[src/frsr_params.svh]
// Purpose: offsets, field positions and reset values of the fault record registers
// Assumes: byte-wide register map addressed by an 8-bit offset
// Notes:   definitions only
`ifndef FRSR_PARAMS_SVH
`define FRSR_PARAMS_SVH

// ****************************************
// register offsets
// ****************************************
`define FRSR_OFS_TEMP      8'h13
`define FRSR_OFS_RAIL_ONE  8'h14

// ****************************************
// field positions
// ****************************************
`define FRSR_BIT_BOOT      7
`define FRSR_BIT_WARM      2
`define FRSR_BIT_OTSD      1
`define FRSR_BIT_PG        7
`define FRSR_BIT_OV        5
`define FRSR_BIT_UV        4

// ****************************************
// reset values and widths
// ****************************************
`define FRSR_RESET_BYTE    8'h00
`define FRSR_SYNC_STAGES   2

`endif

[src/frsr_pkg.sv]
// Purpose: shared types of the fault record block
// Assumes: nothing
// Notes:   constants live in frsr_params.svh
package frsr_pkg;

  typedef logic [7:0] frsr_byte_t;

  // condition inputs in one vector: boot, warm, otsd, otrec, pg, ov, uv, uvrec
  typedef logic [7:0] frsr_cond_t;

endpackage : frsr_pkg

[src/frsr_regs.sv]
// Purpose: fault record registers for temperature and rail one, read over the register map
// Assumes: analog detectors deliver asynchronous levels; the serial slave gives offset and a read strobe
// Notes:   clear-on-read flags other than boot stay set through a read while their live condition is present in that cycle
`timescale 1ns/1ns
`include "frsr_params.svh"

// Operation
// - boot event sets bit 7 of the temperature record.
// - boot flag is read-only and clears when the temperature record is read.
// - die warm flag sets above warning threshold, clears on read.
// - overtemp flag sets above shutdown or during recovery, clears on read.
// - power good bit is live: one only inside 90 to 110 percent window.
// - rail one overvoltage flag sets above threshold, clears on read.
// - rail one undervoltage flag sets below threshold or in recovery, clears on read.
// - reserved temperature record bits read zero and have no clear action.
// - host reaches registers by byte reads addressed by register offset.
module frsr_regs
  import frsr_pkg::*;
(
  input  wire logic       mclk_in,
  input  wire logic       rst_in,
  input  wire logic       boot_event_in,
  input  wire logic       die_warm_in,
  input  wire logic       overtemp_in,
  input  wire logic       overtemp_recovery_in,
  input  wire logic       rail_one_window_in,
  input  wire logic       rail_one_over_in,
  input  wire logic       rail_one_under_in,
  input  wire logic       rail_one_recovery_in,
  input  wire logic [7:0] reg_addr_in,
  input  wire logic       reg_read_in,
  output logic      [7:0] reg_rdata_out,
  output logic            reg_rvalid_out,
  output logic            boot_event_flag_out,
  output logic            rail_one_power_good_out
);

  // ****************************************
  // state
  // ****************************************
  typedef struct packed {
    logic       boot_event_flag;
    logic       die_warm_flag;
    logic       overtemp_shutdown_flag;
    logic       rail_one_power_good;
    logic       rail_one_overvoltage_flag;
    logic       rail_one_undervoltage_flag;
    logic       boot_seen;
    frsr_byte_t rdata;
    logic       rvalid;
  } frsr_state_t;

  frsr_state_t st_reg;
  frsr_state_t st_next;
  frsr_cond_t  cond_raw;
  frsr_cond_t  cond;

  // ****************************************
  // input synchronisers
  // ****************************************
  // analog comparators are asynchronous to mclk_in
  assign cond_raw = {boot_event_in, die_warm_in, overtemp_in, overtemp_recovery_in,
                     rail_one_window_in, rail_one_over_in, rail_one_under_in, rail_one_recovery_in};

  frsr_sync #(
    .WIDTH (8)
  ) u_sync (
    .mclk_in (mclk_in),
    .rst_in  (rst_in),
    .d_in    (cond_raw),
    .q_out   (cond)
  );

  function automatic frsr_byte_t temp_image(input frsr_state_t s);
    frsr_byte_t b;
    b                  = `FRSR_RESET_BYTE;
    b[`FRSR_BIT_BOOT]  = s.boot_event_flag;
    b[`FRSR_BIT_WARM]  = s.die_warm_flag;
    b[`FRSR_BIT_OTSD]  = s.overtemp_shutdown_flag;
    return b;
  endfunction : temp_image

  function automatic frsr_byte_t rail_image(input frsr_state_t s);
    frsr_byte_t b;
    b                = `FRSR_RESET_BYTE;
    b[`FRSR_BIT_PG]  = s.rail_one_power_good;
    b[`FRSR_BIT_OV]  = s.rail_one_overvoltage_flag;
    b[`FRSR_BIT_UV]  = s.rail_one_undervoltage_flag;
    return b;
  endfunction : rail_image

  // ****************************************
  // next state
  // ****************************************
  always_comb
  begin
    logic rd_temp;
    logic rd_rail;
    logic boot_edge;
    rd_temp   = reg_read_in && (reg_addr_in == `FRSR_OFS_TEMP);
    rd_rail   = reg_read_in && (reg_addr_in == `FRSR_OFS_RAIL_ONE);
    boot_edge = cond[7] && !st_reg.boot_seen;
    st_next   = st_reg;
    st_next.boot_seen = cond[7];
    st_next.rvalid    = reg_read_in;
    // image captured before clearing, so the read returns the flag that it clears
    if (rd_temp)
    begin
      st_next.rdata = temp_image(st_reg);
    end
    else if (rd_rail)
    begin
      st_next.rdata = rail_image(st_reg);
    end
    else if (reg_read_in)
    begin
      st_next.rdata = `FRSR_RESET_BYTE;
    end
    // clears first, then sets, so a coincident event wins over the read
    if (rd_temp)
    begin
      st_next.boot_event_flag        = 1'b0;
      st_next.die_warm_flag          = 1'b0;
      st_next.overtemp_shutdown_flag = 1'b0;
    end
    if (rd_rail)
    begin
      st_next.rail_one_overvoltage_flag  = 1'b0;
      st_next.rail_one_undervoltage_flag = 1'b0;
    end
    if (boot_edge)
    begin
      st_next.boot_event_flag = 1'b1;
    end
    if (cond[6])
    begin
      st_next.die_warm_flag = 1'b1;
    end
    if (cond[5] || cond[4])
    begin
      st_next.overtemp_shutdown_flag = 1'b1;
    end
    if (cond[2])
    begin
      st_next.rail_one_overvoltage_flag = 1'b1;
    end
    if (cond[1] || cond[0])
    begin
      st_next.rail_one_undervoltage_flag = 1'b1;
    end
    st_next.rail_one_power_good = cond[3];
  end

  always_ff @(posedge mclk_in)
  begin
    if (rst_in)
    begin
      st_reg <= '0;
    end
    else
    begin
      st_reg <= st_next;
    end
  end

  // ****************************************
  // outputs
  // ****************************************
  assign reg_rdata_out           = st_reg.rdata;
  assign reg_rvalid_out          = st_reg.rvalid;
  assign boot_event_flag_out     = st_reg.boot_event_flag;
  assign rail_one_power_good_out = st_reg.rail_one_power_good;

endmodule : frsr_regs

[src/frsr_sync.sv]
// Purpose: two-stage synchroniser for a vector of asynchronous levels
// Assumes: each bit is an independent level
// Notes:   first stage feeds only the second stage
`timescale 1ns/1ns
module frsr_sync
  import frsr_pkg::*;
#(
  parameter int WIDTH = 8
)(
  input  wire logic             mclk_in,
  input  wire logic             rst_in,
  input  wire logic [WIDTH-1:0] d_in,
  output logic      [WIDTH-1:0] q_out
);

  typedef struct packed {
    logic [WIDTH-1:0] meta;
    logic [WIDTH-1:0] sync;
  } frsr_sync_state_t;

  frsr_sync_state_t st_reg;
  frsr_sync_state_t st_next;

  always_comb
  begin
    st_next      = st_reg;
    st_next.meta = d_in;
    st_next.sync = st_reg.meta;
  end

  always_ff @(posedge mclk_in)
  begin
    if (rst_in)
    begin
      st_reg <= '0;
    end
    else
    begin
      st_reg <= st_next;
    end
  end

  assign q_out = st_reg.sync;

endmodule : frsr_sync

[config.mk]
export PLATFORM = sky130hd
export DESIGN_NAME = frsr_regs
export DESIGN_NICKNAME = d
export VERILOG_FILES = /design/src/frsr_pkg.sv /design/src/frsr_regs.sv /design/src/frsr_sync.sv
export VERILOG_INCLUDE_DIRS = /design/src
export SDC_FILE = /design/constraint.sdc
export NUM_CORES = 1
export LEC_CHECK = 0
export BUFFER_PORTS_ARGS = -buffer_cell sky130_fd_sc_hd__buf_2
export CAP_MARGIN = 20
export CORE_UTILIZATION = 49
export DETAILED_ROUTE_END_ITERATION = 7
export PLACE_DENSITY = 0.76
export RECOVER_POWER = 100
export SLEW_MARGIN = 20
export SYNTH_ARGS = -nofsm -noshare
export SYNTH_HDL_FRONTEND = slang
export SYNTH_SLANG_ARGS = --single-unit
[constraint.sdc]
create_clock -name mclk_in -period 1.54 [get_ports mclk_in]
set_input_delay 0.308 -clock mclk_in [delete_from_list [all_inputs] [get_ports mclk_in]]
set_output_delay 0.308 -clock mclk_in [all_outputs]
set_load 0.1 [all_outputs]
==> results of run 1 <==
==> per-layer routing <==
layer | GRT usage, % | up-vias | share of wire, %
met1 | 16.2 | 293 | 44
met3 | 9.06 | 2 | 7.1
met4 | 6.67 | 0 | 1.7
met2 | 23.0 | 31 | 47
li1 | - | 351 | -
met5 | 0 | - | 0
==> cell families (layout without fill, tap and decap cells) <==
group / count (synthesis) / in the layout / synth area share [%]
DFF: 29 / 29 / 56.9
AOI/OAI and AO/OA: 13 / 13 / 10.6
buffers and inverters: 16 / 39 / 8.83
other: 1 / 3 / 0.368
and+or+nand+nor: 34 / 34 / 23.3
==> power groups by stage <==
stage	clock (mW)	sequential, mW	combinational [mW]
2_1_floorplan	0	0.831	0.0847
3_3_place_gp	0	0.806	0.139
3_5_place_dp	0	0.807	0.142
4_1_cts	0.588	0.789	0.142
5_1_grt	0.626	0.793	0.148
6_report	0.565	0.789	0.137
==> area by class of cell <==
class	instances	area (um2)	share of cell area [%]
clock buffer	5	37.5	3.17
clock inverter	2	35.0	2.96
inverter	5	18.8	1.58
multi-input combinational	50	347	29.3
sequential	29	581	49.0
tap	27	33.8	2.85
timing repair buffer	27	133	11.2
==> placed cells by master, fill, tap and decap left out <==
master	n
dfxtp_1	29
nor2b_1	21
buf_2	18
clkbuf_2	7
inv_1	5
clkbuf_4	5
a41oi_1	3
conb_1	3
nor3b_1	2
nand2_1	2
nor3_1	2
o32ai_1	2
clkbuf_1	2
and2b_1	1
nor4b_2	1
and3b_1	1
nand3_2	1
a31o_1	1
and3_1	1
o2bb2ai_1	1
nor2_1	1
o22ai_1	1
nor3b_2	1
o21ai_0	1
a31oi_1	1
o31a_1	1
a22o_1	1
a41o_2	1
bufinv_16	1
clkinv_2	1
==> how the worst min path moves through the flow <==
stage                     slack (ns)                    startpoint                            to
after floorplan                 0.41    u_sync.q_out[6]$_SDFF_PP0_       st_reg[14]$_SDFFE_PP0P_
after global placement          0.42  u_sync.st_next[3]$_SDFF_PP0_    u_sync.q_out[3]$_SDFF_PP0_
after detailed placement        0.42    u_sync.q_out[6]$_SDFF_PP0_       st_reg[14]$_SDFFE_PP0P_
after CTS                       0.18             rail_one_under_in  u_sync.st_next[1]$_SDFF_PP0_
after global routing            0.19              rail_one_over_in  u_sync.st_next[2]$_SDFF_PP0_
final                           0.20             rail_one_under_in  u_sync.st_next[1]$_SDFF_PP0_
==> synthesized netlist by cell type, drive strengths merged <==
| cell type | number | area (um2) |
|---|---|---|
| a22o | 1 | 8.76 |
| a31o | 1 | 8.76 |
| a31oi | 1 | 6.26 |
| a41o | 1 | 11.3 |
| a41oi | 3 | 26.3 |
| and2b | 1 | 7.51 |
| and3 | 1 | 7.51 |
| and3b | 1 | 8.76 |
| buf | 8 | 60.1 |
| clkbuf | 3 | 11.3 |
| conb | 1 | 3.75 |
| dfxtp | 29 | 581 |
| inv | 5 | 18.8 |
| nand2 | 2 | 7.51 |
| nand3 | 1 | 10.0 |
| nor2 | 1 | 3.75 |
| nor2b | 21 | 131 |
| nor3 | 2 | 10.0 |
| nor3b | 3 | 27.5 |
| nor4b | 1 | 23.8 |
| o21ai | 1 | 5.00 |
| o22ai | 1 | 6.26 |
| o2bb2ai | 1 | 8.76 |
| o31a | 1 | 8.76 |
| o32ai | 2 | 17.5 |
==> summary.txt, run 1 <==
Run status
  – Result of the run: completed

Routing
  – Wire per inst: 9.62 um
  – Number of detailed-route iterations in the first pass: 4
  – Antenna-violating nets left: 0
  – Count of routing violations after the opening detailed-route iteration: 7
  – Final wirelength: 1.40 mm
  – Vias: 677
  – DRC viols: 0
  – Via-to-Cell Ratio: 4.67

STA
  – Max frequency: 708 MHz
  – Final hold slack: 0.200 ns
  – PnR worst setup slack: 0.127 ns
  – Worst max-slew margin expressed relative to the limit: 56.1%
  – Setup tns final: 0 ns
  – Setup repair after global routing missed its margin: no
  – Transition time of the tightest slew-check pin: 0.659 ns
  – Layout Skew: 0.000830 ns
  – Clock period minus worst slack: 1.41 ns
  – Final setup vio count: 0
  – Period utilisation layout: 91.7%
  – Max-slew violations: 0
  – Endpoints failing hold: 0

Clock tree
  – CTS resizes: 0
  – CTS clock-pin slew for the worst setup and hold paths: 0.08 ns
  – Root Buffer Master: clkbuf_4
  – Clock latency on the worst-skew pair: 0.31 ns
  – Hold-fix buffers at CTS: 0
  – Number of clock sinks seen by CTS: 29
  – Clock Path Buffers: 2
  – Number of setup buffers added after CTS: 0
  – TritonCTS buffer count: 5
  – Level count of the clock H-tree: 2
  – CTS tree: built

Worst setup path
  – Required time of the worst setup path: 1.23 ns
  – Kind of cell adding the most delay to the critical path: buffers and inverters
  – Reg-to-reg critical path endpoint: reg_rdata_out[7]$_SDFFE_PP0P_
  – Worst-path maximum fanout: 3
  – R2r setup slk: 0.64 ns
  – Launching element of the worst setup path: boot_event_flag_out$_SDFFE_PP0P_
  – Max stage delay cell, worst path: buf_2
  – Critical Setup Path Class: register to output pin
  – Arrival time at the worst endpoint: 1.10 ns
  – Critical Path End Type: output pin
  – CP peak stage delay: 0.44 ns
  – Startpoint of the lowest-slack register-to-register path: boot_event_flag_out$_SDFFE_PP0P_
  – Worst path bufs/invs: 1
  – Crit path to: boot_event_flag_out
  – Startpoint types: register
  – Reg2Reg Depth: 2
  – Total stage count of the critical path: 1
  – Sequence of cells on the critical path: buf_2

Global route
  – Global-route wire length before repair: 2.19 mm
  – Global routing usage summed across all routing layers: 14.8%
  – Pin count of the biggest net entering global routing: 19
  – Via count of the first global-routing pass: 551
  – Initial antenna violation count: 0
  – Grt total ovfl: 0

Finish
  – Post-Route Utilization: 60.4%
  – Fraction of final layout cells with drive strength greater than 1: 30.5%
  – Antenna Cells: 0
  – Post-route cell area: 0.00118 mm2
  – Signed area change from the synthesized netlist to the final layout: 16.2%
  – Number of fill cells in the layout: 188
  – Layout net count: 137
  – Final cell count without fillers: 145

Pwr
  – Overall Power: 1.49 mW
  – Sw power: 339 uW
  – Clk pwr share: 37.9%
  – Register share of total power: 52.9%
  – P_leak: 0.511 nW
  – Worst IR Drop VDD: 0.795 mV
  – Cell-internal power: 1.15 mW
  – Switching power share of the total: 22.7%
  – Proportion of power drawn by combinational gates: 9.2%
  – P per Cell Area: 1260 mW/mm2

Floorplanning
  – Die area: 0.00227 mm2
  – Standard cell core area: 0.00196 mm2
  – I/O Pins: 30
  – Die Y-Extent: 47.6 um
  – Starting density of the core: 52.0%
  – Cell row count: 16
  – Die span in x: 47.6 um

Placement
  – Pre-CTS setup slack: 0.152 ns
  – Number of cells in the design after placement: 138
  – Routability-driven placement congestion ratio: 0.814
  – Input/output buffers: 26
  – Area after detailed placement: 0.00113 mm2

Synthesis
  – Mapped Area: 0.00102 mm2
  – Gate count after technology mapping: 93
  – Number of library cell types mapped by synthesis: 26
  – FF+latch count, synth: 29
  – Synth Warn #: 0
  – Sequential area share after synthesis: 56.9%
  – Post-synthesis average cell area: 11.0 um2

Min path
  – Min-Delay Path Depth: 2
  – Worst min-delay path category: input port to register

Run
  – Max-Cap Viols: 0
Power figures use the tool's default switching activity.
==> run 2, diff against run 1 <==
--- a/config.mk
+++ b/config.mk
@@ -6,7 +6,8 @@
 export SDC_FILE = /design/constraint.sdc
 export NUM_CORES = 1
 export LEC_CHECK = 0
-export BUFFER_PORTS_ARGS = -buffer_cell sky130_fd_sc_hd__buf_2
+export ABC_CLOCK_PERIOD_IN_PS = 1540
+export BUFFER_PORTS_ARGS = -buffer_cell sky130_fd_sc_hd__clkbuf_2
 export CAP_MARGIN = 20
 export CORE_UTILIZATION = 49
 export DETAILED_ROUTE_END_ITERATION = 7
==> run 2 against run 1 <==
Against the previous run: combinational power hardly changed; routed wire length increased by 3.7%; sequential share of layout area increased by 0.79 points; clock skew increased by 0.0079 ns; final cell count up 0.69%; critical path depth unchanged; via count grew 0.59%; sequential power barely moved; critical endpoint is now reg_rdata_out[1].
==> summary.txt, run 2 (synthesized netlist as in run 1, its figures left out) <==
Run status
  – Result of the run: completed (unchanged)

Worst setup path
  – Kind of cell adding the most delay to the critical path: buffers and inverters (unchanged)
  – Required time of the worst setup path: 1.23 ns (about the same)
  – Critical Setup Path Class: register to output pin (unchanged)
  – Worst-path maximum fanout: 2 (was 3)
  – Sequence of cells on the critical path: clkbuf_2 (was buf_2)
  – Max stage delay cell, worst path: clkbuf_2 (was buf_2)
  – Total stage count of the critical path: 1 (unchanged)
  – Reg2Reg Depth: 2 (unchanged)
  – Worst path bufs/invs: 1 (unchanged)
  – Startpoint types: register (unchanged)
  – Critical Path End Type: output pin (unchanged)
  – Arrival time at the worst endpoint: 1.10 ns (about the same)
  – CP peak stage delay: 0.45 ns (was 0.44 ns)

STA
  – PnR worst setup slack: 0.134 ns (was 0.127 ns)
  – Worst max-slew margin expressed relative to the limit: 55.0% (was 56.1%)
  – Final setup vio count: 0 (unchanged)
  – Setup tns final: 0 ns (unchanged)
  – Layout Skew: 0.00875 ns (was 0.000830 ns)
  – Max frequency: 711 MHz (was 708 MHz)
  – Final hold slack: 0.198 ns (was 0.200 ns)
  – Max-slew violations: 0 (unchanged)
  – Setup repair after global routing missed its margin: no (unchanged)
  – Endpoints failing hold: 0 (unchanged)
  – Period utilisation layout: 91.3% (was 91.7%)
  – Clock period minus worst slack: 1.41 ns (about the same)
  – Transition time of the tightest slew-check pin: 0.676 ns (was 0.659 ns)

Clock tree
  – Number of clock sinks seen by CTS: 29 (unchanged)
  – Level count of the clock H-tree: 2 (unchanged)
  – Clock Path Buffers: 2 (unchanged)
  – Number of setup buffers added after CTS: 0 (unchanged)
  – TritonCTS buffer count: 5 (unchanged)
  – CTS tree: built (unchanged)
  – CTS clock-pin slew for the worst setup and hold paths: 0.09 ns (was 0.08 ns)
  – Clock latency on the worst-skew pair: 0.31 ns (about the same)
  – Hold-fix buffers at CTS: 0 (unchanged)
  – Root Buffer Master: clkbuf_4 (unchanged)
  – CTS resizes: 0 (unchanged)

Floorplanning
  – Die span in x: 47.6 um (unchanged)
  – Starting density of the core: 52.0% (unchanged)
  – Standard cell core area: 0.00196 mm2 (unchanged)
  – Cell row count: 16 (unchanged)
  – Die Y-Extent: 47.6 um (unchanged)
  – Die area: 0.00227 mm2 (unchanged)
  – I/O Pins: 30 (unchanged)

Finish
  – Antenna Cells: 0 (unchanged)
  – Area occupied by multi-input gates: 347 um2 (unchanged)
  – Layout net count: 137 (unchanged)
  – Signed area change from the synthesized netlist to the final layout: 14.4% (was 16.2%)
  – Post-Route Utilization: 59.4% (was 60.4%)
  – Fraction of final layout cells with drive strength greater than 1: 30.3% (was 30.5%)
  – Area taken by flip-flops and latches: 581 um2 (unchanged)
  – Most common library cell in the layout ignoring fill and taps: dfxtp_1 (unchanged)
  – Top library cells by usage in the layout, fill and taps aside: 29 x dfxtp_1, 24 x clkbuf_2, 21 x nor2b_1, 6 x clkbuf_4, 5 x inv_1 (was 29 x dfxtp_1, 21 x nor2b_1, 18 x buf_2, 7 x clkbuf_2)
  – Number of fill cells in the layout: 181 (was 188)

Global route
  – Grt met3 use: 7.92% (was 9.06%)
  – Global-route met1 utilization: 15.8% (was 16.2%)
  – Global-route wire length before repair: 2.27 mm (was 2.19 mm)
  – Via count of the first global-routing pass: 588 (was 551)
  – Pin count of the biggest net entering global routing: 19 (unchanged)
  – Initial antenna violation count: 0 (unchanged)
  – Global routing usage summed across all routing layers: 15.1% (was 14.8%)
  – Grt total ovfl: 0 (unchanged)
  – Met2 track utilization from global routing: 25.2% (was 23.0%)
  – Layer with the highest usage: met2 (unchanged)

Pwr
  – P per Cell Area: 1150 mW/mm2 (was 1260 mW/mm2)
  – Cell-internal power: 996 uW (was 1.15 mW)
  – Clk pwr share: 30.8% (was 37.9%)
  – Switching power share of the total: 25.6% (was 22.7%)
  – Proportion of power drawn by combinational gates: 10.3% (was 9.2%)
  – Worst IR Drop VDD: 0.806 mV (was 0.795 mV)
  – P_leak: 0.505 nW (was 0.511 nW)
  – Overall Power: 1.34 mW (was 1.49 mW)
  – Register share of total power: 58.9% (was 52.9%)
  – Sw power: 344 uW (was 339 uW)

Placement
  – Input/output buffers: 26 (unchanged)
  – DPL Wire Length: 1.02 mm
  – Pre-CTS setup slack: 0.144 ns (was 0.152 ns)
  – Routability-driven placement congestion ratio: 0.818 (was 0.814)

Routing
  – Wire per inst: 9.90 um (was 9.62 um)
  – Number of detailed-route iterations in the first pass: 4 (unchanged)
  – Count of routing violations after the opening detailed-route iteration: 16 (was 7)
  – Via-to-Cell Ratio: 4.66 (was 4.67)
  – Final wirelength: 1.45 mm (was 1.40 mm)
  – Antenna-violating nets left: 0 (unchanged)
  – DRC viols: 0 (unchanged)
  – Vias: 681 (was 677)

Min path
  – Min-Delay Path Depth: 2 (unchanged)
  – Worst min-delay path category: input port to register (unchanged)

Run
  – Max-Cap Viols: 0 (unchanged)
## run 2: per-layer routing
| layer | vias to the layer above | wire length (um) |
|---|---|---|
| met5 | - | 0 |
| met4 | 0 | 5 |
| met3 | 2 | 106 |
| met2 | 30 | 705 |
| met1 | 296 | 629 |
| li1 | 353 | - |
## run 2: power by group through the flow
stage	Sequential, mW	Clock, mW	Combinational (mW)
after CTS	0.790	0.425	0.143
after global routing	0.793	0.464	0.149
final	0.789	0.413	0.138
after detailed placement	0.807	0	0.143
after global placement	0.806	0	0.140
after floorplan	0.831	0	0.0847
## run 2: cell type report
class                      instances  share of cell area, %
clock inverter                     2                  0.858
multi-input combinational         50                   29.7
tap                               27                   2.90
clock buffer                       6                   3.54
sequential                        29                   49.8
timing repair buffer              27                   11.6
inverter                           5                   1.61
## run 2: per-stage QoR
stage / cells / area [um2]
floorplan: 95 / 1030
global placement: 138 / 1130
detailed placement: 138 / 1130
CTS: 146 / 1180
global route: 146 / 1170
finish: 146 / 1170
## run 2: final timing paths
| kind | endpoint | slack (ns) | startpoint |
|---|---|---|---|
| worst max-delay path | reg_rdata_out[1] | 0.13 | reg_rdata_out[1]$_SDFFE_PP0P_ |
| worst min-delay path | u_sync.st_next[2]$_SDFF_PP0_ | 0.20 | rail_one_over_in |
| worst max register to register | reg_rdata_out[7]$_SDFFE_PP0P_ | 0.64 | boot_event_flag_out$_SDFFE_PP0P_ |
| worst min register to register | st_reg[14]$_SDFFE_PP0P_ | 0.43 | u_sync.q_out[6]$_SDFF_PP0_ |
==> run 3, diff against run 2 <==
--- a/config.mk
+++ b/config.mk
@@ -16,4 +16,6 @@
 export SLEW_MARGIN = 20
 export SYNTH_ARGS = -nofsm -noshare
 export SYNTH_HDL_FRONTEND = slang
+export SYNTH_HIERARCHICAL = 1
 export SYNTH_SLANG_ARGS = --single-unit
+export TNS_END_PERCENT = 10
==> run 3 against run 2 <==
Against the previous run: critical path depth did not move; sequential power about the same; first-iteration DRC count is 81% lower; via count grew 4.8%; clock power increased by 56%; setup slack worse by 0.062 ns; die area grew 2.7%; worst hold slack got worse by 0.0032 ns; largest power group unchanged; highest routed layer unchanged.
==> summary.txt, run 3 <==
Run status
  – Result of the run: completed (unchanged)

Worst setup path
  – Worst path bufs/invs: 1 (unchanged)
  – Reg-to-reg critical path endpoint: reg_rdata_out[7]$_SDFFE_PP0P_ (unchanged)
  – Kind of cell adding the most delay to the critical path: buffers and inverters (unchanged)
  – Worst-path maximum fanout: 3 (was 2)
  – Total stage count of the critical path: 1 (unchanged)
  – R2r setup slk: 0.61 ns (was 0.64 ns)
  – Startpoint of the lowest-slack register-to-register path: boot_event_flag_out$_SDFFE_PP0P_ (unchanged)
  – Launching element of the worst setup path: boot_event_flag_out$_SDFFE_PP0P_ (was reg_rdata_out[1]$_SDFFE_PP0P_)
  – Arrival time at the worst endpoint: 1.16 ns (was 1.10 ns)
  – Reg2Reg Depth: 2 (unchanged)
  – Sequence of cells on the critical path: clkbuf_2 (unchanged)
  – Max stage delay cell, worst path: clkbuf_2 (unchanged)
  – Critical Path End Type: output pin (unchanged)
  – Required time of the worst setup path: 1.23 ns (about the same)
  – Startpoint types: register (unchanged)
  – CP peak stage delay: 0.47 ns (was 0.45 ns)
  – Crit path to: boot_event_flag_out (was reg_rdata_out[1])
  – Critical Setup Path Class: register to output pin (unchanged)

STA
  – Setup repair after global routing missed its margin: no (unchanged)
  – Max frequency: 681 MHz (was 711 MHz)
  – Max-slew violations: 0 (unchanged)
  – Period utilisation layout: 95.3% (was 91.3%)
  – Worst max-slew margin expressed relative to the limit: 58.1% (was 55.0%)
  – Endpoints failing hold: 0 (unchanged)
  – Clock period minus worst slack: 1.47 ns (was 1.41 ns)
  – Final setup vio count: 0 (unchanged)
  – Setup tns final: 0 ns (unchanged)
  – Transition time of the tightest slew-check pin: 0.628 ns (was 0.676 ns)
  – Layout Skew: 0.00293 ns (was 0.00875 ns)
  – Final hold slack: 0.195 ns (was 0.198 ns)

Synthesis
  – Gate count after technology mapping: 93 (unchanged)
  – Leading cell type by number of instances after synthesis: dfxtp_1 (unchanged)
  – Mapped Area: 0.00105 mm2 (was 0.00102 mm2)
  – Post-synthesis average cell area: 11.3 um2 (was 11.0 um2)
  – Synth top cells by count: 29 x dfxtp_1, 8 x buf_4, 7 x nor2b_1, 7 x nor2b_2 (was 29 x dfxtp_1, 21 x nor2b_1, 8 x buf_4)
  – FF+latch count, synth: 29 (unchanged)
  – Share of the synthesized area in compound gates (AO/OA/AOI/OAI): 10.3% (was 10.6%)
  – Multiplexer fraction of the synthesized cell area: 0% (unchanged)
  – Dominant combinational cell family by area after synthesis: simple AND/OR/NAND/NOR gates (unchanged)
  – Adder and majority gate portion of the synthesized area: 0% (unchanged)
  – Synth Warn #: 6 (was 0)
  – Share of synthesized registers carrying an async set or reset: 0% (unchanged)
  – Sequential area share after synthesis: 55.4% (was 56.9%)
  – Post-synth EDFFs: 0 (unchanged)
  – Number of library cell types mapped by synthesis: 28 (was 26)
  – Cell types with the largest area share after synthesis: dfxtp_1 55%, nor2b_2 5.8%, buf_4 5.7% (was dfxtp_1 57%, nor2b_1 13%, buf_4 5.9%)
  – Main synth FF type: dfxtp_1 (unchanged)
  – Cell type with the highest aggregate area in the netlist: dfxtp_1 (unchanged)
  – Share of the synthesized area in the top cell type: 55.4% (was 56.9%)
  – Simple logic cell fraction of the synthesized area: 24.7% (was 23.3%)
  – Synth Area in XOR/XNOR: 0% (unchanged)

Floorplanning
  – Standard cell core area: 0.00198 mm2 (was 0.00196 mm2)
  – Die span in x: 48.3 um (was 47.6 um)
  – I/O Pins: 30 (unchanged)
  – Starting density of the core: 52.9% (was 52.0%)
  – Die area: 0.00233 mm2 (was 0.00227 mm2)
  – Cell row count: 16 (unchanged)
  – Die Y-Extent: 48.3 um (was 47.6 um)

Clock tree
  – Hold-fix buffers at CTS: 0 (unchanged)
  – Number of setup buffers added after CTS: 0 (unchanged)
  – Root Buffer Master: clkbuf_4 (unchanged)
  – CTS tree: built (unchanged)
  – Number of clock sinks seen by CTS: 29 (unchanged)
  – CTS resizes: 0 (unchanged)
  – Clock Path Buffers: 2 (unchanged)
  – CTS clock-pin slew for the worst setup and hold paths: 0.09 ns (about the same)
  – TritonCTS buffer count: 5 (unchanged)
  – Level count of the clock H-tree: 2 (unchanged)
  – Clock latency on the worst-skew pair: 0.31 ns (about the same)

Pwr
  – Worst IR Drop VDD: 0.830 mV (was 0.806 mV)
  – P_leak: 0.539 nW (was 0.505 nW)
  – P per Cell Area: 1290 mW/mm2 (was 1150 mW/mm2)

Placement
  – Routability-driven placement congestion ratio: 0.847 (was 0.818)
  – Input/output buffers: 26 (unchanged)
  – DPL Wire Length: 1.09 mm (was 1.02 mm)
  – Area after detailed placement: 0.00116 mm2 (was 0.00113 mm2)

Finish
  – Post-route cell area: 0.00123 mm2 (was 0.00117 mm2)
  – Signed area change from the synthesized netlist to the final layout: 16.9% (was 14.4%)
  – Number of fill cells in the layout: 177 (was 181)
  – Post-Route Utilization: 61.9% (was 59.4%)
  – Fraction of final layout cells with drive strength greater than 1: 40.8% (was 30.3%)
  – Layout net count: 138 (was 137)
  – Most common library cell in the layout ignoring fill and taps: dfxtp_1 (unchanged)
  – Antenna Cells: 0 (unchanged)
  – Top library cells by usage in the layout, fill and taps aside: 29 x dfxtp_1, 25 x clkbuf_2, 7 x nor2b_1, 7 x nor2b_2 (was 29 x dfxtp_1, 24 x clkbuf_2, 21 x nor2b_1, 6 x clkbuf_4, 5 x inv_1)

Min path
  – Worst min-delay path category: input port to register (unchanged)
  – Min-Delay Startpoint: rail_one_window_in (was rail_one_over_in)

Global route
  – Pin count of the biggest net entering global routing: 15 (was 19)
  – Via count of the first global-routing pass: 606 (was 588)
  – Initial antenna violation count: 0 (unchanged)
  – Global routing usage summed across all routing layers: 17.0% (was 15.1%)
  – Grt total ovfl: 0 (unchanged)
  – Global-route wire length before repair: 2.55 mm (was 2.27 mm)

Routing
  – Wire per inst: 10.9 um (was 9.90 um)
  – Count of routing violations after the opening detailed-route iteration: 3 (was 16)
  – Via-to-Cell Ratio: 4.86 (was 4.66)
  – Number of detailed-route iterations in the first pass: 5 (was 4)
  – Final wirelength: 1.60 mm (was 1.45 mm)
  – DRC viols: 0 (unchanged)
  – Vias: 714 (was 681)
  – Antenna-violating nets left: 0 (unchanged)

Run
  – Max-Cap Viols: 0 (unchanged)
-- run 3: area by class of cell --
class,instances,area (um2),share of cell area (%)
multi-input cells,50,368,30.0
repair buffers,27,133,10.8
well taps,27,33.8,2.76
flip-flops and latches,29,581,47.3
clock buffers,6,51.3,4.18
clock inverters,2,37.5,3.06
inverters,6,22.5,1.84
-- run 3: per-stage QoR --
step / std cells / worst slack (ns) / power, mW
finish: 147 / 0.0717 / 1.58
global route: 147 / 0.0269 / 1.64
CTS: 147 / 0.0718 / 1.60
detailed placement: 139 / 0.161 / 0.959
global placement: 139 / 0.209 / 0.955
floorplan: 95 / 0.101 / 0.921
-- run 3: worst register-to-register path: cells and delay by family (launching register included) --
| kind | cells | cell delay [ns] |
|---|---|---|
| AO/OA/AOI/OAI | 2 | 0.49 |
| flip-flops | 1 | 0.34 |
-- run 3: cell families after synthesis --
| group | count (synthesis) |
|---|---|
| and+or+nand+nor | 34 |
| DFF | 29 |
| buffers and inverters | 16 |
| AOI/OAI and AO/OA | 13 |
| other | 1 |
-- run 3: worst min-delay path by stage --
stage / endpoint / slack (ns) / cells after the start
CTS: u_sync/st_next[3]$_SDFF_PP0_ / 0.19 / 2
finish: u_sync/st_next[3]$_SDFF_PP0_ / 0.19 / 2
detailed placement: boot_event_flag_out$_SDFFE_PP0P_ / 0.42 / 1
floorplan: st_reg[14]$_SDFFE_PP0P_ / 0.41 / 1
global placement: boot_event_flag_out$_SDFFE_PP0P_ / 0.42 / 1
global route: u_sync/st_next[0]$_SDFF_PP0_ / 0.18 / 2
-- run 3: power breakdown --
part           internal (mW)  total (mW)  switching [mW]
combinational         0.0458       0.144          0.0982
clock                  0.386       0.643           0.257
sequential             0.780       0.790         0.00917
-- run 3: layer usage --
metal / wire, um / track usage (%) / share of wire [%]
met1: 674 / 17.8 / 42
met2: 761 / 28.0 / 48
met3: 128 / 6.67 / 8.0
met4: 34 / 11.7 / 2.1
met5: 0 / 0 / 0
